**src/logic/lpsc_defs.svh**
```systemverilog
// Constants of the low-power SDRAM command scheduler: timings, encodings.
// Assumes a 10 MHz controller clock; times are in nanoseconds, latencies RL and WL in clocks.
// Overview of operation
// RQ1: Activate after auto precharge waits tRP and tRC.
// RQ2: Device starts write auto precharge tWR after burst.
// RQ3: Read to precharge spacing uses tRTP formula.
// RQ4: Burst stop to precharge: read 1, write longer.
// RQ5: Activate after read auto precharge waits extra tRPpb.
// RQ6: No read or write to auto-precharged bank.
// RQ7: Write after read auto precharge waits turnaround.
// RQ8: Seamless reads or writes to other banks allowed.
// RQ9: Write to precharge spacing includes write recovery.
// RQ10: Activate after write auto precharge waits extra tRPpb.
// RQ11: Read after write auto precharge waits tWTR turnaround.
// RQ12: Precharges may follow each other every clock.
// RQ13: Precharge period counts from latest precharge of bank.
// RQ14: Never issue inside delays; never cut auto-precharge bursts.
// RQ15: Refresh opcode 100 on CA2..0, CA3 selects kind.
// RQ16: Per-bank refresh exists only on eight banks.
// RQ17: Per-bank refresh bank counter cycles 0 to 7.
// RQ18: Refresh bank counter zeroed on reset, self-refresh exit.
// RQ19: Controller tracks refresh bank and keeps it idle.
// RQ20: Per-bank refresh waits tRFCab, tRFCpb and tRP.
// RQ21: All-banks flag plus three bank bits select banks.
// RQ22: Separations use programmed or truncated burst length.
`ifndef LPSC_DEFS_SVH
`define LPSC_DEFS_SVH
`define LPSC_TCK_NS 100
`define LPSC_BL 8
`define LPSC_RL 3
`define LPSC_WL 1
`define LPSC_TRTP_NS 8
`define LPSC_TWR_NS 15
`define LPSC_TRPPB_NS 18
`define LPSC_TRPAB_NS 21
`define LPSC_TRC_NS 60
`define LPSC_TWTR_NS 8
`define LPSC_TDQSCKMAX_NS 6
`define LPSC_TRFCAB_NS 130
`define LPSC_TRFCPB_NS 60
`define LPSC_EIGHT_BANKS 1'b1
`define LPSC_NBANK 8
`define LPSC_OP_ACT 4'h2
`define LPSC_OP_RD 4'h5
`define LPSC_OP_WR 4'h1
`define LPSC_OP_PRE 4'hB
`define LPSC_OP_BST 4'h3
`define LPSC_OP_REF_BANK 4'h4
`define LPSC_OP_REF_ALL 4'hC
`define LPSC_ALLBANK_BIT 4
`define LPSC_BANK_LSB 7
`define LPSC_AUTOPRE_BIT 0
`endif

```
**src/logic/lpsc_pkg.sv**
```systemverilog
// Types shared by the low-power SDRAM command scheduler.
// Assumes the constants header is compiled alongside.
package lpsc_pkg;
   typedef enum logic [3:0] {
      CMD_ACT, CMD_RD, CMD_WR, CMD_PRE, CMD_PREA, CMD_BST,
      CMD_REF_BANK, CMD_REF_ALL, CMD_SYNC
   } lpsc_cmd_t;
endpackage

```
**src/logic/lpsc_sched.sv**
```systemverilog
// Command scheduler that drives a low-power DDR SDRAM command/address bus.
// Assumes a PHY serialises caRise and caFall onto the two clock halves.
`timescale 1ns/100ps
`include "lpsc_defs.svh"
module lpsc_sched
(
   input wire logic clk,
   input wire logic rst,
   input wire logic reqValid,
   input wire lpsc_pkg::lpsc_cmd_t reqCmd,
   input wire logic [2:0] reqBank,
   input wire logic reqAutoPre,
   output logic reqAck,
   output logic reqErr,
   output logic csN,
   output logic [9:0] caRise,
   output logic [9:0] caFall,
   output logic [2:0] refBank,
   output logic [7:0] bankOpen
);
   function automatic int ru(input int ns);
      int c;
      c = (ns + `LPSC_TCK_NS - 1) / `LPSC_TCK_NS;
      return (c < 1) ? 1 : c;
   endfunction

   function automatic logic [7:0] ld(input logic [7:0] cur,
                                     input logic [7:0] sep);
      logic [7:0] d;
      d = (cur == 8'h00) ? 8'h00 : cur - 8'h01;
      return (d > sep - 8'h01) ? d : sep - 8'h01;
   endfunction

   function automatic logic [7:0] dec(input logic [7:0] cur);
      return (cur == 8'h00) ? 8'h00 : cur - 8'h01;
   endfunction

   localparam int RTPC = (ru(`LPSC_TRTP_NS) > 2) ? ru(`LPSC_TRTP_NS) : 2;
   localparam logic [7:0] SEAM = 8'(`LPSC_BL / 2);
   localparam logic [7:0] RDPRE = 8'(`LPSC_BL / 2 + RTPC - 2);
   localparam logic [7:0] RDAPACT = 8'(`LPSC_BL / 2 + RTPC - 2
                                       + ru(`LPSC_TRPPB_NS));
   localparam logic [7:0] RDAPWR = 8'(`LPSC_RL + `LPSC_BL / 2
                                      + ru(`LPSC_TDQSCKMAX_NS)
                                      - `LPSC_WL + 1);
   localparam logic [7:0] WRPRE = 8'(`LPSC_WL + `LPSC_BL / 2
                                     + ru(`LPSC_TWR_NS) + 1);
   localparam logic [7:0] WRAPACT = 8'(`LPSC_WL + `LPSC_BL / 2
                                       + ru(`LPSC_TWR_NS) + 1
                                       + ru(`LPSC_TRPPB_NS));
   localparam logic [7:0] WRAPRD = 8'(`LPSC_WL + `LPSC_BL / 2
                                      + ru(`LPSC_TWTR_NS) + 1);
   localparam logic [7:0] BSTWR = 8'(`LPSC_WL + ru(`LPSC_TWR_NS) + 1);
   localparam logic [7:0] RPPB = 8'(ru(`LPSC_TRPPB_NS));
   localparam logic [7:0] RPAB = 8'(ru(`LPSC_TRPAB_NS));
   localparam logic [7:0] RCC = 8'(ru(`LPSC_TRC_NS));
   localparam logic [7:0] RFCAB = 8'(ru(`LPSC_TRFCAB_NS));
   localparam logic [7:0] RFCPB = 8'(ru(`LPSC_TRFCPB_NS));

   logic [7:0] preW_q [`LPSC_NBANK];
   logic [7:0] actW_q [`LPSC_NBANK];
   logic [7:0] rdW_q, wrW_q, refW_q;
   logic [7:0] open_q;
   logic [2:0] refBank_q;
   logic [2:0] lastBank_q;
   logic lastWr_q, lastAutoPre_q, burstLive_q;
   logic reqAck_q, reqErr_q, csN_q;
   logic [9:0] caRise_q, caFall_q;
   logic legal, bad, take;
   logic allPre, allAct;
   logic [2:0] b;

   always_comb
   begin
      allPre = 1'b1;
      allAct = 1'b1;
      for (int i = 0; i < `LPSC_NBANK; i++)
      begin
         if (preW_q[i] != 8'h00)
            allPre = 1'b0;
         if (actW_q[i] != 8'h00)
            allAct = 1'b0;
      end
   end

   // Requests other than burst stop and sync are judged against the per-bank or global wait counters.
   always_comb
   begin
      b = reqBank;
      legal = 1'b0;
      bad = 1'b0;
      case (reqCmd)
         lpsc_pkg::CMD_ACT:
            legal = !open_q[b] && actW_q[b] == 8'h00; // [RQ1] [RQ13]
         lpsc_pkg::CMD_RD:
         begin
            bad = !open_q[b]; // [RQ6]
            legal = open_q[b] && rdW_q == 8'h00; // [RQ8] [RQ11]
         end
         lpsc_pkg::CMD_WR:
         begin
            bad = !open_q[b]; // [RQ6]
            legal = open_q[b] && wrW_q == 8'h00; // [RQ7] [RQ8]
         end
         lpsc_pkg::CMD_PRE:
            legal = preW_q[b] == 8'h00; // [RQ3] [RQ9] [RQ12]
         lpsc_pkg::CMD_PREA:
            legal = allPre; // [RQ3] [RQ9] [RQ12]
         lpsc_pkg::CMD_BST:
         begin
            bad = !burstLive_q || lastAutoPre_q; // [RQ14]
            legal = !bad;
         end
         lpsc_pkg::CMD_REF_BANK:
         begin
            bad = !`LPSC_EIGHT_BANKS; // [RQ16]
            legal = !bad && !open_q[refBank_q] // [RQ19]
                    && actW_q[refBank_q] == 8'h00 // [RQ20]
                    && refW_q == 8'h00; // [RQ20]
         end
         lpsc_pkg::CMD_REF_ALL:
            legal = open_q == 8'h00 && allAct && refW_q == 8'h00;
         lpsc_pkg::CMD_SYNC:
            legal = 1'b1;
         default:
            bad = 1'b1;
      endcase
   end

   assign take = reqValid && !reqAck_q && legal && !bad; // [RQ14]

   // Per-bank wait counters and open-row tracking.
   always_ff @(posedge clk or posedge rst)
   begin
      if (rst)
      begin
         open_q <= 8'h00;
         for (int i = 0; i < `LPSC_NBANK; i++)
         begin
            preW_q[i] <= 8'h00;
            actW_q[i] <= 8'h00;
         end
      end
      else
      begin
         for (int i = 0; i < `LPSC_NBANK; i++)
         begin
            preW_q[i] <= dec(preW_q[i]);
            actW_q[i] <= dec(actW_q[i]);
            if (take && reqBank == 3'(i))
            begin
               case (reqCmd)
                  lpsc_pkg::CMD_ACT:
                  begin
                     open_q[i] <= 1'b1;
                     actW_q[i] <= ld(actW_q[i], RCC); // [RQ1]
                  end
                  lpsc_pkg::CMD_RD:
                  begin
                     preW_q[i] <= ld(preW_q[i], RDPRE); // [RQ3] [RQ22]
                     if (reqAutoPre)
                     begin
                        open_q[i] <= 1'b0; // [RQ6]
                        actW_q[i] <= ld(actW_q[i], RDAPACT); // [RQ5]
                     end
                  end
                  lpsc_pkg::CMD_WR:
                  begin
                     preW_q[i] <= ld(preW_q[i], WRPRE); // [RQ9] [RQ22]
                     if (reqAutoPre)
                     begin
                        open_q[i] <= 1'b0; // [RQ6]
                        actW_q[i] <= ld(actW_q[i], WRAPACT); // [RQ10]
                     end
                  end
                  lpsc_pkg::CMD_PRE:
                  begin
                     open_q[i] <= 1'b0;
                     actW_q[i] <= ld(actW_q[i], RPPB); // [RQ13]
                  end
                  default:
                  begin
                  end
               endcase
            end
            if (take && reqCmd == lpsc_pkg::CMD_PREA)
            begin
               open_q[i] <= 1'b0;
               actW_q[i] <= ld(actW_q[i], RPAB); // [RQ13]
            end
            // A burst stop shortens the burst, so the wait is replaced.
            if (take && reqCmd == lpsc_pkg::CMD_BST && lastBank_q == 3'(i))
               preW_q[i] <= lastWr_q ? BSTWR - 8'h01 : 8'h00; // [RQ4]
            if (take && reqCmd == lpsc_pkg::CMD_REF_BANK
                && refBank_q == 3'(i))
               actW_q[i] <= ld(actW_q[i], RFCPB); // [RQ20]
            if (take && reqCmd == lpsc_pkg::CMD_REF_ALL)
               actW_q[i] <= ld(actW_q[i], RFCAB);
         end
      end
   end

   // Bank-independent turnaround and refresh spacing.
   always_ff @(posedge clk or posedge rst)
   begin
      if (rst)
      begin
         rdW_q <= 8'h00;
         wrW_q <= 8'h00;
         refW_q <= 8'h00;
      end
      else
      begin
         rdW_q <= dec(rdW_q);
         wrW_q <= dec(wrW_q);
         refW_q <= dec(refW_q);
         if (take && reqCmd == lpsc_pkg::CMD_RD)
         begin
            rdW_q <= ld(rdW_q, SEAM); // [RQ8]
            wrW_q <= ld(wrW_q, RDAPWR); // [RQ7]
         end
         if (take && reqCmd == lpsc_pkg::CMD_WR)
         begin
            wrW_q <= ld(wrW_q, SEAM); // [RQ8]
            rdW_q <= ld(rdW_q, WRAPRD); // [RQ11]
         end
         if (take && reqCmd == lpsc_pkg::CMD_REF_BANK)
            refW_q <= ld(refW_q, RFCPB); // [RQ20]
         if (take && reqCmd == lpsc_pkg::CMD_REF_ALL)
            refW_q <= ld(refW_q, RFCAB); // [RQ20]
      end
   end

   // Last burst, for burst-stop legality and its recovery time.
   always_ff @(posedge clk or posedge rst)
   begin
      if (rst)
      begin
         lastBank_q <= 3'h0;
         lastWr_q <= 1'b0;
         lastAutoPre_q <= 1'b0;
         burstLive_q <= 1'b0;
      end
      else if (take)
      begin
         if (reqCmd == lpsc_pkg::CMD_RD || reqCmd == lpsc_pkg::CMD_WR)
         begin
            lastBank_q <= reqBank;
            lastWr_q <= reqCmd == lpsc_pkg::CMD_WR;
            lastAutoPre_q <= reqAutoPre;
            burstLive_q <= 1'b1;
         end
         else if (reqCmd == lpsc_pkg::CMD_BST)
            burstLive_q <= 1'b0;
      end
   end

   // Host copy of the device's refresh bank counter.
   always_ff @(posedge clk or posedge rst)
   begin
      if (rst)
         refBank_q <= 3'h0; // [RQ18]
      else if (take && reqCmd == lpsc_pkg::CMD_REF_BANK)
         refBank_q <= refBank_q + 3'h1; // [RQ17] [RQ19]
      else if (take && (reqCmd == lpsc_pkg::CMD_SYNC
                        || reqCmd == lpsc_pkg::CMD_REF_ALL))
         refBank_q <= 3'h0; // [RQ18]
   end

   // Command bus drive; deselect when nothing is issued.
   always_ff @(posedge clk or posedge rst)
   begin
      if (rst)
      begin
         csN_q <= 1'b1;
         caRise_q <= 10'h000;
         caFall_q <= 10'h000;
         reqAck_q <= 1'b0;
         reqErr_q <= 1'b0;
      end
      else
      begin
         reqAck_q <= reqValid && !reqAck_q && (legal || bad);
         reqErr_q <= reqValid && !reqAck_q && bad;
         csN_q <= !(take && reqCmd != lpsc_pkg::CMD_SYNC);
         caRise_q <= 10'h000;
         caFall_q <= 10'h000;
         caRise_q[9:`LPSC_BANK_LSB] <= reqBank; // [RQ21]
         case (reqCmd)
            lpsc_pkg::CMD_ACT: caRise_q[3:0] <= `LPSC_OP_ACT;
            lpsc_pkg::CMD_RD, lpsc_pkg::CMD_WR:
            begin
               caRise_q[3:0] <= (reqCmd == lpsc_pkg::CMD_RD) ?
                                `LPSC_OP_RD : `LPSC_OP_WR;
               caFall_q[`LPSC_AUTOPRE_BIT] <= reqAutoPre; // [RQ2]
            end
            lpsc_pkg::CMD_PRE: caRise_q[3:0] <= `LPSC_OP_PRE;
            lpsc_pkg::CMD_PREA:
            begin
               caRise_q[3:0] <= `LPSC_OP_PRE;
               caRise_q[`LPSC_ALLBANK_BIT] <= 1'b1; // [RQ21]
            end
            lpsc_pkg::CMD_BST: caRise_q[3:0] <= `LPSC_OP_BST;
            lpsc_pkg::CMD_REF_BANK:
               caRise_q[3:0] <= `LPSC_OP_REF_BANK; // [RQ15]
            lpsc_pkg::CMD_REF_ALL:
               caRise_q[3:0] <= `LPSC_OP_REF_ALL; // [RQ15]
            default: caRise_q[3:0] <= 4'h0;
         endcase
      end
   end

   assign reqAck = reqAck_q;
   assign reqErr = reqErr_q;
   assign csN = csN_q;
   assign caRise = caRise_q;
   assign caFall = caFall_q;
   assign refBank = refBank_q;
   assign bankOpen = open_q;

   // Cycles since the latest read and write, for the checks below.
   logic [7:0] sinceRd_q, sinceWr_q;
   logic [2:0] rdBank_q, wrBank_q;
   logic rdAp_q, wrAp_q, rdCut_q, wrCut_q;
   always_ff @(posedge clk or posedge rst)
   begin
      if (rst)
      begin
         sinceRd_q <= 8'hFF;
         sinceWr_q <= 8'hFF;
         rdBank_q <= 3'h0;
         wrBank_q <= 3'h0;
         rdAp_q <= 1'b0;
         wrAp_q <= 1'b0;
         rdCut_q <= 1'b1;
         wrCut_q <= 1'b1;
      end
      else
      begin
         sinceRd_q <= (sinceRd_q == 8'hFF) ? 8'hFF : sinceRd_q + 8'h01;
         sinceWr_q <= (sinceWr_q == 8'hFF) ? 8'hFF : sinceWr_q + 8'h01;
         if (take && reqCmd == lpsc_pkg::CMD_RD)
         begin
            sinceRd_q <= 8'h01;
            rdBank_q <= reqBank;
            rdAp_q <= reqAutoPre;
            rdCut_q <= 1'b0;
         end
         if (take && reqCmd == lpsc_pkg::CMD_WR)
         begin
            sinceWr_q <= 8'h01;
            wrBank_q <= reqBank;
            wrAp_q <= reqAutoPre;
            wrCut_q <= 1'b0;
         end
         if (take && reqCmd == lpsc_pkg::CMD_BST)
         begin
            rdCut_q <= 1'b1;
            wrCut_q <= 1'b1;
         end
      end
   end

   a_pre_after_read: assert property ( // [RQ3]
      @(posedge clk) disable iff (rst)
      take && reqCmd == lpsc_pkg::CMD_PRE && reqBank == rdBank_q
      && !rdCut_q |-> sinceRd_q >= RDPRE)
      else $error("Precharge too soon after read.");
   a_pre_after_write: assert property ( // [RQ9]
      @(posedge clk) disable iff (rst)
      take && reqCmd == lpsc_pkg::CMD_PREA && !wrCut_q
      |-> sinceWr_q >= WRPRE)
      else $error("Precharge all too soon after write.");
   a_act_after_rdap: assert property ( // [RQ5]
      @(posedge clk) disable iff (rst)
      take && reqCmd == lpsc_pkg::CMD_ACT && rdAp_q
      && reqBank == rdBank_q |-> sinceRd_q >= RDAPACT)
      else $error("Activate too soon after read with auto precharge.");
   a_act_after_wrap: assert property ( // [RQ10]
      @(posedge clk) disable iff (rst)
      take && reqCmd == lpsc_pkg::CMD_ACT && wrAp_q
      && reqBank == wrBank_q |-> sinceWr_q >= WRAPACT)
      else $error("Activate too soon after write with auto precharge.");
   a_wr_after_rdap: assert property ( // [RQ7]
      @(posedge clk) disable iff (rst)
      take && reqCmd == lpsc_pkg::CMD_WR && rdAp_q
      |-> sinceRd_q >= RDAPWR)
      else $error("Write too soon after read with auto precharge.");
   a_rd_after_wrap: assert property ( // [RQ11]
      @(posedge clk) disable iff (rst)
      take && reqCmd == lpsc_pkg::CMD_RD && wrAp_q
      |-> sinceWr_q >= WRAPRD)
      else $error("Read too soon after write with auto precharge.");
   a_rw_open_bank: assert property ( // [RQ6]
      @(posedge clk) disable iff (rst)
      reqValid && !reqAck_q && (reqCmd == lpsc_pkg::CMD_RD
      || reqCmd == lpsc_pkg::CMD_WR) && !open_q[reqBank]
      |=> reqAck_q && reqErr_q && csN_q)
      else $error("Access to closed bank was not refused.");
   a_ref_bank_step: assert property ( // [RQ17]
      @(posedge clk) disable iff (rst)
      take && reqCmd == lpsc_pkg::CMD_REF_BANK && !open_q[refBank_q]
      |=> !csN_q && caRise_q[2:0] == 3'h4 && !caRise_q[3]
      && refBank_q == $past(refBank_q) + 3'h1)
      else $error("Per-bank refresh encoding or counter wrong.");
   a_ref_all_code: assert property ( // [RQ15]
      @(posedge clk) disable iff (rst)
      take && reqCmd == lpsc_pkg::CMD_REF_ALL
      |=> !csN_q && caRise_q[3:0] == `LPSC_OP_REF_ALL
      && refBank_q == 3'h0)
      else $error("All-bank refresh encoding or counter sync wrong.");
endmodule

```
**config.mk**
```make
export PLATFORM = sky130hd
export DESIGN_NAME = lpsc_sched
export DESIGN_NICKNAME = d
export VERILOG_FILES = /design/src/logic/lpsc_pkg.sv /design/src/logic/lpsc_sched.sv
export VERILOG_INCLUDE_DIRS = /design/src /design/src/logic
export SDC_FILE = /design/constraint.sdc
export NUM_CORES = 1
export LEC_CHECK = 0
export BUFFER_PORTS_ARGS = -buffer_cell sky130_fd_sc_hd__buf_4
export CAP_MARGIN = 5
export CORE_MARGIN = 2
export CORE_UTILIZATION = 56
export DETAILED_ROUTE_END_ITERATION = 7
export PLACE_DENSITY = 0.81
export SYNTH_ARGS = -nofsm -noshare
export SYNTH_HDL_FRONTEND = slang
export SYNTH_SLANG_ARGS = --single-unit
```
**constraint.sdc**
```tcl
create_clock -name clk -period 6.3 [get_ports clk]
set_clock_uncertainty 0.05 [all_clocks]
set_input_delay 0.945 -clock clk [delete_from_list [all_inputs] [get_ports clk]]
set_output_delay 0.945 -clock clk [all_outputs]
set_load 0.01 [all_outputs]
```
## After elaboration in Yosys (flattened, before gate mapping)

Index checks and enable logic that the tools add are counted.

- Flip-flop bits (word level): 181
- Logic and storage cells: 488
- Input bits: 11
- Output and inout port bits: 34

- Mux-type cells: 217
- $lt $le $gt $ge: 58
- Reductions and logical operators: 123
- Equal/unequal tests: 31
- Add/subtract/negate cells: 20
- Bitwise logic cells: 2

Operator list:

| kind | number |
|---|---|
| $mux 8 | 149 |
| $gt 8x3->1 const B | 26 |
| $pmux 8 s3 | 8 |
| $logic_not 8->1 | 23 |
| $sub 8x1->8 const B | 19 |
| $gt 8x1->1 const B | 18 |
| $pmux 8 s2 | 8 |
| $reduce_bool 8->1 | 16 |
| $gt 8x2->1 const B | 10 |
| $bmux 8 s3 | 3 |
| $logic_and 1x1->1 | 44 |
| $mux 1 | 39 |
| $eq 3x3->1 const B | 12 |
| $pmux 4 s6 | 1 |
| $reduce_and 3->1 | 8 |
| $reduce_bool 2->1 | 10 |
| $eq 3x2->1 const B | 6 |
| $eq 4x3->1 const B | 4 |
| $eq 3x1->1 const B | 3 |
| $logic_not 3->1 | 3 |
| $mux 3 | 3 |
| $pmux 1 s9 | 1 |
| $eq 4x2->1 const B | 2 |
| $ge 4x4->1 const B | 2 |
| other kinds (17) | 33 |

## Longest topological paths before layout

Gate-level depths: netlist (run 1).

- Depth in word-level cells: 19
- Mapped depth: 15
- Gate-level depth less buffers: 10

## Worst setup path after synthesis (run 1)

OpenSTA, ideal clock, no wires.

- Path kind: input-to-reg
- From: in reqCmd[2]
- To: reg preW_q[17] (netlist bit)
- Cell stages on the path: 10
- Library setup time: 125 ps
- Path buffers: 2
- Data arrival time: 3,555 ps
- Data required time: 6,125 ps
- Path slack: 2,570 ps
- Cell sequence: clkbuf_1 nand2_1 nor2_1 nand4_1 or4_1 a211o_1 a31o_4 buf_6 nor4_4 mux2_4

- Cells in the longest elaborated chain, start to end: 8
- Elaborated cells between the ends (all ways): 22
- Those cells by class: eq/ne: 8; mux: 5; reduce/logical: 9

Ends and longest elaborated chain:

| item | line | RTL |
|---|---|---|
| start: declaration | lpsc_sched.sv:10 | `input wire lpsc_pkg::lpsc_cmd_t reqCmd,` |
| $eq 4x3->1 (tied with other cells) | lpsc_sched.sv:92 | `case (reqCmd)` |
| $reduce_or 6->1 (no source line) / $reduce_or 2->1 (equally long branches) | - |  |
| $pmux 1 s3 | lpsc_sched.sv:92 |  |
| $logic_not 1->1 | lpsc_sched.sv:130 | `assign take = reqValid && !reqAck_q && legal && !bad;` |
| $logic_and 1x1->1 | lpsc_sched.sv:130 |  |
| $logic_and 1x1->1 (on tied branches) | - |  |
| $mux 8 / $logic_and 1x1->1 (equally long branches) | lpsc_sched.sv:150, lpsc_sched.sv:192 |  |
| $mux 8 (*) | lpsc_sched.sv:192 | `if (take && reqCmd == lpsc_pkg::CMD_BST && lastBank_q == 3'(i))` |
| end signal: indexed assignment | lpsc_sched.sv:148 | `preW_q[i] <= dec(preW_q[i]);` |
| end signal: indexed assignment | lpsc_sched.sv:160 | `preW_q[i] <= ld(preW_q[i], RDPRE);` |
| end signal: indexed assignment | lpsc_sched.sv:193 | `preW_q[i] <= lastWr_q ? BSTWR - 8'h01 : 8'h00;` |
| end: declaration | lpsc_sched.sv:60 | `` logic [7:0] preW_q [`LPSC_NBANK]; `` |

Every way passes the cells marked *; elsewhere a longest branch is shown, timed or not.
A chain may end at the register's enable or synchronous reset.

## Worst setup path in the final report (run 1)

- From: reg actW_q[26] (netlist bit)
- To: reg preW_q[49] (netlist bit)

- Cells in the longest elaborated chain, start to end: 13
- Elaborated cells between the ends (all ways): 26
- Those cells by class: mux: 13; reduce/logical: 13

Ends and longest elaborated chain:

| item | line | RTL |
|---|---|---|
| start: declaration | lpsc_sched.sv:61 | `` logic [7:0] actW_q [`LPSC_NBANK]; `` |
| start signal: indexed assignment | lpsc_sched.sv:149 | `actW_q[i] <= dec(actW_q[i]);` |
| start signal: indexed assignment | lpsc_sched.sv:156 | `actW_q[i] <= ld(actW_q[i], RCC);` |
| start signal: indexed assignment | lpsc_sched.sv:164 | `actW_q[i] <= ld(actW_q[i], RDAPACT);` |
| branches (longest 7 deep; another with $bmux 8 s3) | - |  |
| $pmux 1 s9 (*) | lpsc_sched.sv:92 |  |
| $logic_and 1x1->1 (*) (2 in series) | lpsc_sched.sv:130 |  |
| $logic_and 1x1->1 (on tied branches) | - |  |
| $mux 8 / $logic_and 1x1->1 (equally long branches) | lpsc_sched.sv:150, lpsc_sched.sv:192 |  |
| $mux 8 (*) | lpsc_sched.sv:192 |  |

Mark *: on every way between the ends. The select of a mux whose other input is x is not followed.

==> metrics list, run 1 <==
* Status: complete, no violations
* Total number of vias: just over 10k
- Routed wl met3: 2660 um
- The tree built by TritonCTS fans out to ~180 sinks.
- In this run, post-CTS repair resized a total of 0 instances.
- Clock-pin slew was measured on the worst setup and hold paths at about 0.07 ns.
- The clock reaches the later pin of the worst-skew pair after about 0.44 ns.
- Port-buffer cells: 33
* Count of different cell masters after synthesis: approximately 80
- After global routing the overflow that remains totals 0.
* Detailed placement HPWL: around 22,000 um
- The worst hold path belongs to the class reg -> reg.
- M1 wire length: 12,100 um
- Setup violations remaining at the end of the flow were counted as 0.
* Die H: 147 um
- Entering global routing, the biggest net connects 73 pins.
* Worst-path cell chain: or4_4, nor4b_4, nand2_1, or4_1, a211o_1, a31o_4, nor4b_4, mux2_2
- Antenna diode count: 0
* Maximum cell stage delay along the critical path: approximately 0.61 ns
- Measured against its own limit, the worst slew margin works out to 0.300.
* Number of ports placed on the die boundary: 45
- Wire length on met2: roughly 14,000 um
- Area of the die: roughly 22,000 sq um
- Most repeated library cell on the critical path: nor4b_4
- Most used flip-flop cell after synthesis: dfrtp_1
- The net count of the finished layout is between 1k and 1.5k.
* Dpl cell area: 11,900 sq um
- Post-route design area: roughly 13,000 sq um
* Initial Utilization: 0.568
- Global-route wire length before repair: ~49,000 um
- Summed over all failing endpoints, the final setup total negative slack is 0 ns.
* Maxcap violations: 0
- R2R Setup Slk: about 2.2 ns
- The number of clock buffers added by TritonCTS is 17.
- Startpoint type of the worst setup path: flip-flop
- Row generation in the floorplan step produced between 50 and 60 rows.
* Total global routing track utilization: 0.282
- Area growth, synth to finish: 9.12%
- Drt first pass iters: 8
* Share of synthesized flip-flops with an asynchronous set or reset: 1.00
* Total of warnings raised by yosys: 0
- At the pin with the least slew margin, the transition time is 1.04 ns.
- The synthesized netlist occupies a cell area of 11,500 sq um.
* Global placement routability congestion: 0.960
* Part of the cycle the worst path needs: 0.654
- For this design, the slowest cell found on the critical path is or4_4.
- Max-slew violation total from the final report: 0
* Power density over the cells: 391 nW/um^2
- Worst Path Class, Setup: reg -> reg
- Clock tree from TritonCTS: yes
* Routed length per placed instance: ~19 um
* Number of storage elements in the synthesis netlist: roughly 180
- Dividing the detail-routed via count by the number of cells gives between 6 and 7.
* Required @ worst endpoint: 6.57 ns
- Total core area: a little over 20,000 sq um
- Number of post-CTS setup repair buffers: 0
- For this design, the CTS-stage hold fixing added 0 buffers.
* Cell count after synthesis: ~1.3k
- The worst setup path is captured at a flip-flop.
- After the first detailed-routing iteration, the DRC count stood at between 900 and 1k.
- Number of enable flip-flop cells after synthesis: 0
- CTS root buffer: clkbuf_16
- DRT antenna net count: 0
* Number of levels the H-tree was split into: 4
- IR analysis of the VDD net gives a maximum drop of 0.188 mV.
* Die X-Extent: roughly 150 um
- Fill cells in the final layout number between 1.5k and 2k.
- Top routing layer used: met4
- Register area share after synthesis: 0.395
- Final hold analysis gives a worst-case slack of roughly 0.45 ns.
- Number of antenna violations at the first check in global routing: 0
- Final hold vios: 0
- Max Freq: ~240 MHz
- Mapped Avg Cell Area: between 8 and 9 sq um
- Share of cells above drive strength 1: 0.0944
- Leakage power total: about 5.1 nW
- Number of global-route vias before repair: about 9.6k
- CTS Buffer Depth: 2
- The clock period could shrink to 4.12 ns.
* DRC violations left: 0
- At the worst endpoint, the arrival time is about 4.4 ns.
* Total wirelength of the detailed-routed design: between 30,000 and 40,000 um
* Highest fanout seen on the critical path: 40
* RSZ-0062 raised after global routing: false
## cell type report
type / instances / area [sq um] / area share
Timing Repair Buffer: 40 / 300 / 0.0240
Clock inverter: 14 / 199 / 0.0159
Inverter: 71 / 272 / 0.0217
Tap cell: 270 / 338 / 0.0270
Clock buffer: 18 / 429 / 0.0343
Sequential cell: 181 / 4530 / 0.362
Multi-Input combinational cell: 1022 / 6430 / 0.515
## where the power goes
group          internal, mW  switching [mW]
logic                 0.770           0.923
clock network         0.669           0.483
registers              1.56           0.487
total                  3.00            1.89
## cell families after synthesis
family                   count (synthesis)  synth area share
XOR/XNOR                                64            0.0489
AO/OA/AOI/OAI                          273             0.152
multiplexers                            31            0.0299
AND/OR/NAND/NOR                        602             0.282
other                                    1          0.000327
buffers and inverters                  127            0.0463
adder cells (fa/ha/maj)                 41            0.0448
flip-flops                             181             0.395
## layer usage
layer	vias to the layer above	global-route usage
li1	4772	-
met1	4867	0.363
met2	520	0.465
met3	100	0.0612
met4	0	0.115
met5	-	0
## cell usage in the layout (no fill, tap or decap), types with 29 or more instances in the layout
master,instances
xor2_1,29
dfrtp_1,180
a21oi_1,71
or3_1,34
ha_1,41
buf_4,40
nand2_1,104
xnor2_1,35
nor2_1,164
nor3_1,78
o21ai_0,69
inv_1,69
## final timing paths
check / start / to / cells past startpoint
max in group asynchronous: rst / preW_q[24] / 3
hold / removal: wrW_q[0] / wrW_q[0] / 1
hold reg to reg: wrW_q[0] / wrW_q[0] / 1
setup reg to reg: actW_q[26] / preW_q[49] / 8
min in group asynchronous: rst / refW_q[4] / 2
setup / recovery: actW_q[26] / preW_q[49] / 8
## worst max-delay path: cells and delay by family, from the launching register on
kind,cells,cell delay (ns)
AOI/OAI and AO/OA,2,0.81
and+or+nand+nor,5,2.28
muxes,1,0.39
DFF,1,0.45
## synthesized netlist by cell type (8+ instances only)
library cell | instances | area [sq um]
a21o_1 | 11 | 82.6
a21oi_1 | 71 | 355
mux2i_1 | 17 | 170
nor3b_1 | 13 | 97.6
mux2_2 | 12 | 135
nor4_1 | 28 | 175
nand2_1 | 104 | 390
or2_2 | 16 | 100
nor2b_1 | 19 | 119
and3_1 | 8 | 50.1
nand3b_1 | 8 | 60.1
a211oi_1 | 10 | 75.1
o21ai_0 | 69 | 345
a31oi_1 | 18 | 113
and2_1 | 10 | 62.6
nand3_1 | 28 | 140
o31ai_1 | 8 | 60.1
or3_1 | 34 | 213
clkbuf_1 | 41 | 154
dfrtp_1 | 180 | 4500
nand2b_1 | 23 | 144
nor2_1 | 164 | 616
xor2_1 | 29 | 254
ha_1 | 41 | 513
nor3_1 | 78 | 390
buf_4 | 12 | 90.1
o22ai_1 | 14 | 87.6
nor4b_1 | 11 | 96.3
xnor2_1 | 35 | 307
or4_1 | 15 | 113
inv_1 | 70 | 263
nand4_1 | 13 | 81.3
## state kept, by name, indices dropped and copies added, names as in the netlist
| signal | cells |
|---|---|
| refBank | 3 |
| caRise | 8 |
| lastAutoPre_q | 1 |
| lastWr_q | 1 |
| csN | 1 |
| lastBank_q | 3 |
| wrW_q | 8 |
| burstLive_q | 1 |
| actW_q | 64 |
| rdW_q | 8 |
| reqAck | 1 |
| reqErr | 1 |
| bankOpen | 8 |
| preW_q | 64 |
| refW_q | 8 |
| caFall | 1 |
## through the flow
stage	setup slack (ns)	total power [mW]	utilization	cells
6_report	2.18	4.89	0.620	1616
5_1_grt	1.86	5.23	0.620	1616
4_1_cts	2.24	4.88	0.620	1616
3_5_place_dp	2.20	3.71	0.589	1584
3_3_place_gp	2.24	3.64	0.589	1584
2_1_floorplan	0.391	3.31	-	1330
Note: power is estimated with default switching activity, not from simulation.
==> inputs of run 2 (changes only) <==
Clock period 6.3 ns to 3.9 ns, I/O delays scaled along.
==> run 2 against run 1 <==
  * Setup slack worse by 2.0 ns
  * Via count grew 1.2%
  * Global-route usage increased by 1.0 points
  * Non-clock buffer count grew 43
  * Final area up 2.5%
  * Total power grew 61%
  * Critical endpoint is now actW_q[32]
  * Maximum frequency is 9.9% higher
  * Largest cell class unchanged
  * Count of clock-buffer cells in the layout grew 3
  * Die area stayed put
  * First-iteration DRC count rose by 5.2%
  * Clock power grew 51%
==> metrics list, run 2 (synthesis results as in run 1) <==
- Status: complete, no violations
- Clk pwr share: 0.222
- Once placement finished, the instance area stood at ~12,000 sq um.
- Switching pwr: between 3 and 4 mW
* Total power: ~7.9 mW
- Slew @ Worst Pin: roughly 1.1 ns
- Share of cells above drive strength 1: 0.122
* Core Util, Final: 0.635
- Port-buffer cells: 33
- Total global routing track utilization: 0.292
- Post-route design area: roughly 13,000 sq um
- Number of ports placed on the die boundary: 45
* Final-report setup violation count: 0
* RSZ-0062 raised after global routing: false
- Total core area: 20,200 sq um
- TritonCTS built the clock tree.
- In this run, placement finished with an instance count of roughly 1.6k.
- The via count of the first global-routing pass was 10.1k.
- For the worst setup path, the data arrival time is approximately 4.0 ns.
- Drt first pass iters: 6
- Row count: 52
- In this run the vertical extent of the chip is roughly 150 um.
* Combinational group share of total power: 0.357
- STA puts the critical path data required time at 4.15 ns.
* Sum of negative setup slack: 0 ns
- Tmin final: between 3 and 4 ns
* Area of the die: around 22,000 sq um
* Sinks on Clock Net: ~180
* Total of fill cells in the finished design: 1,625
- Layout net count: roughly 1.4k
* Number of post-CTS setup repair buffers: 0
- Antenna diode count: 0
- The largest registers in the layout are actW_q x64, preW_q x64.
* Startpoint type of the worst setup path: flip-flop
* Part of the total power dissipated in sequential elements: 0.422
- Clock latency on the worst-skew pair, taken at its later pin, is 0.45 ns.
- Initial DRC Count: approximately 1.0k
* Number of antenna violations at the first check in global routing: 0
- Total number of vias: 10.4k
* Global placement routability congestion: 0.958
- Compared with the post-synthesis result, the final layout area differs by 11.8%.
* Routed length per placed instance: between 15 and 20 um
* Global-route wire length before repair: 50,700 um
- The library cell used most frequently in the layout, excluding fill and tap cells, is dfrtp_1.
* Initial Utilization: 0.568
- Headroom to the max-slew limit came out at 0.256.
- The cell sitting at the root of the clock tree is a clkbuf_16.
* Final hold vios: 0
- Number of CTS-inserted buffers: 17
- Of all nets on the critical path, the largest fanout is 8.
- Leakage power total: 5.32 nW
- Worst-case vdd ir drop: roughly 0.30 mV
* DRC violations left: 0
- Maxcap violations: 0
- Die X-Extent: 147 um
* Fraction of power spent switching nets: 0.393
- Cell internal pwr: about 4.8 mW
- Dividing the final minimum period by the clock period gives 0.962.
* Commonest cells after routing, fill and taps aside: dfrtp_1, nor2_1, nand2_1, buf_4, nor3_1
* Max Freq: about 270 MHz
* DRT antenna net count: 0
- After the flow finishes, the layout carries non-filler instances totaling between 1.5k and 2k.
- Power density over the cells: ~610 nW/um^2
* Total wirelength of the detailed-routed design: 30,900 um
- Worst Path Class, Setup: reg -> reg
* Overall overflow remaining after global route: 0
- Entering global routing, the biggest net connects between 100 and 150 pins.
* Routed vias/inst: between 6 and 7
- Clock-pin slew was measured on the worst setup and hold paths at 0.07 ns.
* Number of levels the H-tree was split into: 4
- Setup crit end kind: flip-flop
* CTS Buffer Depth: 2
* Detailed placement HPWL: 22,300 um
- The min-delay analysis places its worst path in the category in -> async.
- The number of pins with negative max-slew slack in the final report was 0.
[run 2: worst max-delay path, stage by stage, from the launching register on]
cell and delay (ns):
dfrtp_1 0.46, or4_4 0.61, or4_1 0.49, o311ai_0 0.32
a32oi_1 0.18, a211oi_1 0.36, buf_4 0.21, o21ai_1 0.36
nor3_1 0.42, o21ai_0 0.15
[run 2: final timing paths]
check | startpoint | to | slack [ns] | cells past startpoint
worst min register to register | refW_q[0] | refW_q[0] | 0.45 | 1
max in group asynchronous | rst | preW_q[12] | 3.04 | 3
worst max register to register | actW_q[26] | actW_q[32] | 0.15 | 9
worst min-delay path | rst | actW_q[44] | 0.23 | 3
min in group clk | reqBank[2] | caRise[9] | 0.35 | 1
worst max-delay path | actW_q[26] | actW_q[32] | 0.15 | 9
[run 2: metal layers]
layer,global-route usage,part of all wire,vias to the layer above
li1,-,-,4859
met1,0.373,0.41,4936
met2,0.477,0.47,484
met3,0.0680,0.085,101
met4,0.129,0.038,0
met5,0,0,-
[run 2: layout make-up]
cell class / instances / area [sq um] / share of cell area
inverter: 71 / 270 / 0.0211
tap: 270 / 338 / 0.0264
sequential: 181 / 4530 / 0.354
multi-input combinational: 1022 / 6450 / 0.503
timing repair buffer: 83 / 648 / 0.0506
clock inverter: 10 / 121 / 0.00947
clock buffer: 21 / 460 / 0.0359
[run 2: stage by stage]
step / hold slack (ns) / setup WS (ns)
after floorplan: 0.412 / 0.346
after global placement: 0.445 / 0.320
after detailed placement: 0.444 / 0.210
after CTS: 0.265 / 0.155
after global routing: 0.271 / 0.0178
final: 0.225 / 0.149
[run 2: power groups by stage]
stage / Combinational, mW / Sequential [mW] / Clock, mW
after global placement: 2.62 / 3.27 / 0
after detailed placement: 2.74 / 3.32 / 0
after floorplan: 2.27 / 3.07 / 0
after CTS: 2.78 / 3.29 / 1.75
after global routing: 3.17 / 3.42 / 1.83
final: 2.80 / 3.32 / 1.74
[run 2: timing repair]
item / in CTS / in global routing
setup endpoints to repair: 0 / 3
resized for setup: 0 / 2
hold buffers: 0 / 0
